$ cat src/logic/csf_pkg.sv
// Purpose: Shared constants and types for the clock select and fanout block.
// Assumes: One system clock; all pins sampled on it.
// Notes: Pin vector positions are shared by the top and its synchroniser.
package csf_pkg;
  localparam int CSF_NUM_OUT = 10;       // Fanout width
  localparam int CSF_SYNC_STAGES = 2;    // Pin synchroniser depth
  localparam int CSF_NUM_PINS = 8;       // Sampled pins
  localparam int CSF_CLK_PERIOD_NS = 5;  // Period of ref_clk
  // Positions inside the sampled pin vector
  localparam int CSF_PIN_A_TRUE = 0;
  localparam int CSF_PIN_A_COMP = 1;
  localparam int CSF_PIN_B_TRUE = 2;
  localparam int CSF_PIN_B_COMP = 3;
  localparam int CSF_PIN_CRYSTAL_SOURCE = 4;
  localparam int CSF_PIN_OE = 5;
  localparam int CSF_PIN_SEL0 = 6;
  localparam int CSF_PIN_SEL1 = 7;
  // Source select codes
  localparam logic [1:0] CSF_SEL_A = 2'h0;
  localparam logic [1:0] CSF_SEL_B = 2'h1;
  localparam int CSF_SEL_CRYSTAL_SOURCE_BIT = 1;
  // Falling edges of the chosen source before the enable state moves
  localparam logic [1:0] CSF_EN_EDGES = 2'h3;
  localparam logic [1:0] CSF_CNT_ZERO = 2'h0;
  localparam logic [1:0] CSF_CNT_ONE = 2'h1;
  typedef enum logic {
    CSF_GATE_OFF = 1'b0,
    CSF_GATE_ON = 1'b1
  } csf_gate_st_t;
endpackage

$ cat src/logic/csf_gate_if.sv
// Purpose: Carries the chosen clock level and enable between top and gate.
// Assumes: All signals are on ref_clk.
// Notes: The top drives level and request; the gate answers with en_act.
`timescale 1ns/1ps
`default_nettype none
interface csf_gate_if;
  logic clk_level; // Chosen source, sampled
  logic en_req;    // Output enable pin, synchronised
  logic en_act;    // Enable state applied to the outputs
  modport gate (input clk_level, input en_req, output en_act);
  modport top (output clk_level, output en_req, input en_act);
endinterface
`default_nettype wire

$ cat src/logic/csf_oe_gate.sv
// Purpose: Moves the output enable only after counted low-going source edges.
// Assumes: Source level is already synchronised and at most a quarter of ref_clk.
// Notes: A source that stands still freezes the enable in its present state.
`timescale 1ns/1ps
`default_nettype none
module csf_oe_gate
  import csf_pkg::*;
(
  input wire logic ref_clk,    // System clock
  input wire logic sys_rst,    // Async reset, high
  csf_gate_if.gate gif         // Level in, enable out
);
  logic prev_r;
  csf_gate_st_t st_r;
  csf_gate_st_t st_nxt;
  logic [1:0] cnt_r;
  logic [1:0] cnt_nxt;
  wire logic fall;
  wire logic want;
  wire logic differ;

  // Edge and mismatch decode
  assign fall = prev_r & ~gif.clk_level;
  assign want = gif.en_req;
  assign differ = want != (st_r == CSF_GATE_ON);

  // Count edges only while the request differs; a bounce back restarts it
  assign cnt_nxt = !differ ? CSF_CNT_ZERO : (fall ? cnt_r + CSF_CNT_ONE : cnt_r);
  // Change lands just after a falling edge, so the source is low then
  assign st_nxt = (differ && fall && cnt_nxt == CSF_EN_EDGES) ?
                  (want ? CSF_GATE_ON : CSF_GATE_OFF) : st_r;

  // State registers
  always_ff @(posedge ref_clk or posedge sys_rst) begin
    if (sys_rst) begin
      prev_r <= 1'b0;
      cnt_r <= CSF_CNT_ZERO;
      st_r <= CSF_GATE_OFF;
    end else begin
      prev_r <= gif.clk_level;
      cnt_r <= (st_nxt != st_r) ? CSF_CNT_ZERO : cnt_nxt;
      st_r <= st_nxt;
    end
  end

  assign gif.en_act = (st_r == CSF_GATE_ON);
endmodule
`default_nettype wire

$ cat src/logic/csf_fanout_top.sv
// Purpose: Clock source select, crystal control and ten-way gated fanout.
// Assumes: All pins are asynchronous and sampled on ref_clk at 200 MHz.
// Notes: Outputs are oversampled copies; pin pulls are modelled off chip.
`timescale 1ns/1ps
`default_nettype none
module csf_fanout_top
  import csf_pkg::*;
#(
  parameter int NUM_OUT = CSF_NUM_OUT
) (
  input wire logic ref_clk,             // System clock
  input wire logic sys_rst,             // Async reset, high
  input wire logic diff_in_a_true,      // Pair A true
  input wire logic diff_in_a_comp,      // Pair A complement
  input wire logic diff_in_b_true,      // Pair B true
  input wire logic diff_in_b_comp,      // Pair B complement
  input wire logic crystal_input,       // Crystal sense
  input wire logic [1:0] src_sel,       // Source select
  input wire logic out_enable,          // Output enable pin
  output logic crystal_drive,           // Crystal feedback drive
  output logic crystal_osc_on,          // Oscillator running
  output logic [NUM_OUT-1:0] clk_out,   // Fanout data
  output logic [NUM_OUT-1:0] clk_out_oe // Fanout drive enables
);
  logic [CSF_NUM_PINS-1:0] sync1_r;
  logic [CSF_NUM_PINS-1:0] sync2_r;
  logic osc_r;
  logic drive_r;
  logic [NUM_OUT-1:0] out_r;
  logic [NUM_OUT-1:0] oe_r;
  wire logic [CSF_NUM_PINS-1:0] pins_raw;
  wire logic [1:0] sel_q;
  wire logic a_level;
  wire logic b_level;
  wire logic x_level;
  wire logic sel_clk;
  wire logic osc_nxt;

  csf_gate_if gif ();

  assign pins_raw = {src_sel[1], src_sel[0], out_enable, crystal_input,
                     diff_in_b_comp, diff_in_b_true, diff_in_a_comp, diff_in_a_true};

  // Two-stage synchronisers; only stage two is read
  genvar gi;
  generate
    for (gi = 0; gi < CSF_NUM_PINS; gi++) begin : g_sync
      always_ff @(posedge ref_clk or posedge sys_rst) begin
        if (sys_rst) begin
          sync1_r[gi] <= 1'b0;
          sync2_r[gi] <= 1'b0;
        end else begin
          sync1_r[gi] <= pins_raw[gi];
          sync2_r[gi] <= sync1_r[gi];
        end
      end
    end
  endgenerate

  // Pair decode: equal inputs (open or grounded) give low
  assign a_level = sync2_r[CSF_PIN_A_TRUE] & ~sync2_r[CSF_PIN_A_COMP];
  assign b_level = sync2_r[CSF_PIN_B_TRUE] & ~sync2_r[CSF_PIN_B_COMP];
  assign x_level = sync2_r[CSF_PIN_CRYSTAL_SOURCE];
  assign sel_q = {sync2_r[CSF_PIN_SEL1], sync2_r[CSF_PIN_SEL0]};

  // Source mux; reset and a pulled-low select both land on pair A
  assign sel_clk = (sel_q == CSF_SEL_A) ? a_level :
                   (sel_q == CSF_SEL_B) ? b_level : x_level;
  assign osc_nxt = sel_q[CSF_SEL_CRYSTAL_SOURCE_BIT];

  assign gif.clk_level = sel_clk;
  assign gif.en_req = sync2_r[CSF_PIN_OE];

  csf_oe_gate u_gate (
    .ref_clk(ref_clk),
    .sys_rst(sys_rst),
    .gif(gif)
  );

  // Oscillator: inverting drive only while the crystal is chosen
  always_ff @(posedge ref_clk or posedge sys_rst) begin
    if (sys_rst) begin
      osc_r <= 1'b0;
      drive_r <= 1'b0;
    end else begin
      osc_r <= osc_nxt;
      drive_r <= osc_nxt & ~x_level;
    end
  end

  // Fanout; data and enable share one gate signal so they move together
  always_ff @(posedge ref_clk or posedge sys_rst) begin
    if (sys_rst) begin
      out_r <= '0;
      oe_r <= '0;
    end else begin
      out_r <= {NUM_OUT{sel_clk & gif.en_act}};
      oe_r <= {NUM_OUT{gif.en_act}};
    end
  end

  assign clk_out = out_r;
  assign clk_out_oe = oe_r;
  assign crystal_osc_on = osc_r;
  assign crystal_drive = drive_r;

  // Second opinion on the latency, kept apart from the gate's own counter
  // A stopped source leaves the count where it is, so a request can wait forever
  logic chk_prev_r;
  logic [1:0] chk_falls_r;
  wire logic chk_fall;
  wire logic chk_pending;

  assign chk_fall = chk_prev_r & ~sel_clk;
  assign chk_pending = gif.en_req != gif.en_act;

  // Falls seen while a request waits; saturates instead of wrapping
  always_ff @(posedge ref_clk or posedge sys_rst) begin
    if (sys_rst) begin
      chk_prev_r <= 1'b0;
      chk_falls_r <= CSF_CNT_ZERO;
    end else begin
      chk_prev_r <= sel_clk;
      if (!chk_pending) begin
        chk_falls_r <= CSF_CNT_ZERO;
      end else if (chk_fall && chk_falls_r != CSF_EN_EDGES) begin
        chk_falls_r <= chk_falls_r + CSF_CNT_ONE;
      end
    end
  end
endmodule
`default_nettype wire

$ cat config.mk
export PLATFORM = sky130hd
export DESIGN_NAME = csf_fanout_top
export DESIGN_NICKNAME = d
export VERILOG_FILES = /design/src/logic/csf_pkg.sv /design/src/logic/csf_gate_if.sv /design/src/logic/csf_oe_gate.sv /design/src/logic/csf_fanout_top.sv
export SDC_FILE = /design/constraint.sdc
export NUM_CORES = 1
export LEC_CHECK = 0
export ABC_CLOCK_PERIOD_IN_PS = 1500
export BUFFER_PORTS_ARGS = -buffer_cell sky130_fd_sc_hd__buf_2
export CAP_MARGIN = 20
export CORE_ASPECT_RATIO = 0.75
export CORE_UTILIZATION = 41
export CTS_BUF_LIST = sky130_fd_sc_hd__clkbuf_8
export DETAILED_ROUTE_END_ITERATION = 16
export GPL_ROUTABILITY_DRIVEN = 0
export GPL_TIMING_DRIVEN = 0
export PLACE_DENSITY = 0.7
export SLEW_MARGIN = 20
export SYNTH_ARGS = -nofsm -noshare
export SYNTH_HDL_FRONTEND = slang
export SYNTH_SLANG_ARGS = --single-unit
$ cat constraint.sdc
create_clock -name ref_clk -period 1.5 [get_ports ref_clk]
set_input_delay 0.225 -clock ref_clk [delete_from_list [all_inputs] [get_ports ref_clk]]
set_output_delay 0.225 -clock ref_clk [all_outputs]
set_load 0.03 [all_outputs]
==> Word-level counts from Yosys, hierarchy flattened <==
Index checks and enable logic that the tools add are counted.
{ "word_totals": {"regBits": 24, "elab_cells": 47, "output_inout_bits": 22} }
{ "classes": {"n_mux": 7, "reduce_logical": 3, "n_addsub": 1, "eq_ne": 4, "n_bitwise": 9} }
{ "op_table": {"columns": ["cell", "count"], "rows": [
  ["2-to-1 mux 2 bit", 3],
  ["AND 1 bit", 5],
  ["2-to-1 mux 1 bit", 4],
  ["inverter 1 bit", 4],
  ["adder 2 x 1 -> 2 bit, second input constant", 1],
  ["equality test 2 x 1 -> 1 bit, second input constant", 1],
  ["equality test 2 bit, second input constant", 1],
  ["logical AND 1 bit", 2],
  ["logical NOT 2 bit", 1],
  ["!= test 1 bit", 2]
]} }

==> Longest topological paths before layout <==
{ "depth": {"depth_word": 13, "ltp_mapped": 4, "ltp_nobuf": 4} }

==> Cells and area by module <==
A second synthesis with hierarchy kept.
{ "hier_totals": {"hier_cells": 61, "area_unflattened_um2": 890.9} }
{ "modules_own_cells": {"columns": ["mod", "n_inst", "area_per_inst_um2", "seq_area_each_um2", "cells_each"], "rows": [
  ["csf_fanout_top", 1, 703.2, 500.5, 46],
  ["csf_oe_gate", 1, 187.7, 100.1, 15]
]} }

==> Worst setup path after synthesis <==
OpenSTA, ideal clock, no wires.
{ "synth_timing": {"path_kind": "flip-flop to flip-flop", "from": "register sync2_r[6] (netlist: sel_q[0])", "to": "register u_gate.st_r (netlist: u_gate.gif.en_act)", "n_path_buf": 0, "setup_time_ns": 0.128, "stages_incl_launch_ff": 5, "required_ns": 1.372, "arrival_time_ns": 1.357, "path_slack_ns": 0.015, "synth_period_minus_slack_ns": 1.485, "path_cell_list": "dfrtp_1 > or3b_1 > a31oi_4 > nor4b_1 > mux2_1"} }
{ "synth_via": {"elab_chain_len": 10, "elab_cells_between_ends": 12, "classes_between": "eq/ne: 2; mux: 5; bitwise: 2; reduce/logical: 3"} }
{ "synth_lines": {"columns": ["element", "line_no", "source"], "rows": [
  ["from (decl)", "csf_fanout_top.sv:26", "logic [CSF_NUM_PINS-1:0] sync2_r;"],
  ["from (signal, indexed assignment)", "csf_fanout_top.sv:54", "sync2_r[gi] <= sync1_r[gi];"],
  ["equality test 2 x 1 -> 1 bit", "csf_fanout_top.sv:68", "(sel_q == CSF_SEL_B) ? b_level : x_level;"],
  ["2-to-1 mux 1 bit", "csf_fanout_top.sv:68", null],
  ["2-to-1 mux 1 bit (*)", "csf_fanout_top.sv:67", "assign sel_clk = (sel_q == CSF_SEL_A) ? a_level :"],
  ["via gif.clk_level", "csf_gate_if.sv:7", "logic clk_level;"],
  ["inverter 1 bit (*)", null, null],
  ["AND 1 bit (*)", "csf_oe_gate.sv:23", "assign fall = prev_r & ~gif.clk_level;"],
  ["2-to-1 mux 2 bit (2 in series)", "csf_oe_gate.sv:28", "assign cnt_nxt = !differ ? CSF_CNT_ZERO : (fall ? cnt_r + CSF_CNT_ONE : cnt_r);"],
  ["equality test 2 bit", "csf_oe_gate.sv:30", "assign st_nxt = (differ && fall && cnt_nxt == CSF_EN_EDGES) ?"],
  ["logical AND 1 bit (*)", "csf_oe_gate.sv:30", null],
  ["2-to-1 mux 1 bit (*)", "csf_oe_gate.sv:30", null],
  ["via u_gate.st_nxt", "csf_oe_gate.sv:15", "csf_gate_st_t st_nxt;"],
  ["to (signal assigned)", "csf_oe_gate.sv:42", "st_r <= st_nxt;"],
  ["to (decl)", "csf_oe_gate.sv:14", "csf_gate_st_t st_r;"]
]} }
The timed path passes the listed nets; every way through them passes the cells marked *.

==> Worst setup path after layout <==
Ends and elaborated chain as after synthesis.

==> run metrics <==
status finished, final reports clean; r2r setup slk approximately 6.6 ps; Required @ worst endpoint 1650 ps; wire length per cell 10.2 µm; ranking of synthesized cells by area dfrtp_1 69%, buf_4 16%, a31oi_4 2.5%; Syn Std Cell Area 865 µm²; number of library cell types mapped by synthesis 15; Die H 41.8 µm; detail-routed via count per cell 4.29; final antenna-violating net count 0; clock sink count 24; unrepaired setup endpoints after global routing true; final critical-path share of the clock period 0.996; area grow syn2layout 29.8%; crit path capture type flop; die footprint 0.00230 mm²; H-Tree Depth 1; Post-synth EDFFs 0; Hold Path Class in -> reg; first-pass GRT wire length approximately 2100 µm; P_leak 0.619 nW; R2R depth 4; CTS root buffer clkbuf_8; TritonRoute pass-1 iters 2; latest clock arrival within the worst-skew pair 260 ps; Main synth FF type dfrtp_1; CTS tree yes; Worst Tran Pin Value between 800 and 900 ps; sw power between 500 and 600 µW; All-Layer GR Usage 0.135; row count 13; Starting Density 0.466; WP data arrival 1640 ps; vias in the first global route 478; drt drc 0; crit path time final 1490 ps; non-filler cells, final 117; Final Slew Violations 0; Tot Pwr 1.76 mW; CTS max path bufs 2; synthesized flop and latch total 24; Int Pwr 1.17 mW; Synthesized Nets 69; Mapped Avg Cell Area 14.7 µm²; area leader, netlist dfrtp_1; hold_ws 63.5 ps; largest net degree at the start of global routing 25; Hold Vio Cnt, Final 0; Final nets 106; total CTS buffers 3; DRT iter0 DRCs 2; Slew headroom 0.449; sequential share of power 0.427; Power Density around 1600 mW/mm²; placed wire-length estimate 899 µm; Worst-path clk slew 80 ps; VDD IR max 1.16 mV; final setup fails 0; share of cells above drive strength 1 0.611; Post-Route WL 1200 µm; Max Freq 0.670 GHz; Worst Path Max Fanout 7; Core Area 0.00185 mm²; Port Buffers 31; max capacitance violation total 0; Mapped Cells 59; switching part of the total power 0.334; grt ovf 0; initial antenna violation count 0; share of the synthesized area in the top cell type 0.695; CP Launch Type flop; Antenna diodes 0; routed via count around 500; slowest stage delay, CP 410 ps; CP max stage cell or3b_4; Worst Path Class, Setup reg -> reg; post-synthesis sequential area ratio 0.695; worst-path cell chain or3b_4 -> a31oi_4 -> nor4b_2 -> mux2_1; I/O pins 32; DIE WIDTH 55.0 µm; Async S/R FF share, synth 1.00; placed instance count 112; Comb pwr share 0.332; Clk pwr share 0.240; Max Clock Skew 2.81 ps; setup TNS 0 ps; synth warn 0; Hold Path Stages 1
## stage by stage
step / setup WS (ps) / utilization / instance area [µm²]
2_1_floorplan: 15.2 / - / 865
3_3_place_gp: -46.8 / 0.565 / 1050
3_5_place_dp: -56.1 / 0.565 / 1050
4_1_cts: -1.16 / 0.603 / 1120
5_1_grt: -44.3 / 0.605 / 1120
6_report: 6.57 / 0.605 / 1120
## layout by cell type (no fill, tap or decap), drive strengths merged
| cell type | Yosys | final |
|---|---|---|
| or4b | 1 | 1 |
| clkbuf | 0 | 4 |
| or3b | 1 | 1 |
| nand3b | 1 | 1 |
| or4 | 1 | 1 |
| buf | 18 | 50 |
| mux2 | 1 | 1 |
| inv | 3 | 3 |
| dfrtp | 24 | 24 |
| and2b | 1 | 1 |
| and2 | 1 | 1 |
| nor4b | 1 | 1 |
| a21oi | 2 | 2 |
| o21ai | 2 | 2 |
| xnor2 | 1 | 1 |
| a31oi | 1 | 1 |
## layout make-up
cell class	count	area [µm²]
plain buffers	18	135
multi-input cells	14	130
fillers	159	732
repair buffers	32	163
well taps	22	27.5
inverters	3	11.3
clock buffers	4	55.1
flip-flops and latches	24	601
## synth_stat cells (2+ instances only)
cell type  number
buf_4          18
dfrtp_1        24
inv_1           3
o21ai_0         2
a21oi_1         2
## flip-flops by register name, summed over array words and instances (netlist names)
signal and cells:
sel_q 1, gif.en_req 1, u_gate.cnt_r 2, sync2_r 4, clk_out_oe 1, x_level 1, clk_out 1, osc_nxt 1
sync1_r 8, u_gate.gif.en_act 1, u_gate.prev_r 1, crystal_drive 1, crystal_osc_on 1
## routing by layer
layer	GRT usage	routed length [µm]
met1	0.139	434
met2	0.231	660
met3	0.0549	84
met4	0.0600	17
met5	0	0
## critical path: cells and delay by family, from the launching register on
kind	cells	cell delay, ps
DFF	1	380
muxes	1	300
AOI/OAI and AO/OA	1	210
and+or+nand+nor	2	490
## path summary, 6_finish.rpt
kind,from,end
max,sel_q[0],u_gate.gif.en_act
min in group asynchronous,sys_rst,crystal_osc_on
min,src_sel[1],sync1_r[7]
max reg2reg,sel_q[0],u_gate.gif.en_act
min reg2reg,sync1_r[2],sync2_r[2]
max in group asynchronous,sys_rst,gif.en_req
## power by group through the flow
stage          registers (mW)  clock network [mW]  logic (mW)
4_1_cts                 0.754               0.430       0.589
2_1_floorplan           0.783                   0       0.424
3_5_place_dp            0.766                   0       0.584
6_report                0.752               0.422       0.585
3_3_place_gp            0.758                   0       0.574
5_1_grt                 0.764               0.470       0.633
## timing repair
item,CTS,global route
resized for setup,2,1
buffers inserted,1,0
pin swaps,1,0
hold buffers,0,0
endpoints found under the setup margin,1,2
## cell families (layout without fill, tap and decap cells)
logic type,Yosys count,in the layout,share of synthesized area
flops,24,24,0.695
buf+inv,21,57,0.169
simple gates,7,7,0.0651
compound gates,5,5,0.0478
xor+xnor,1,1,0.0101
mux,1,1,0.0130
(Power assumes the default switching activity.)
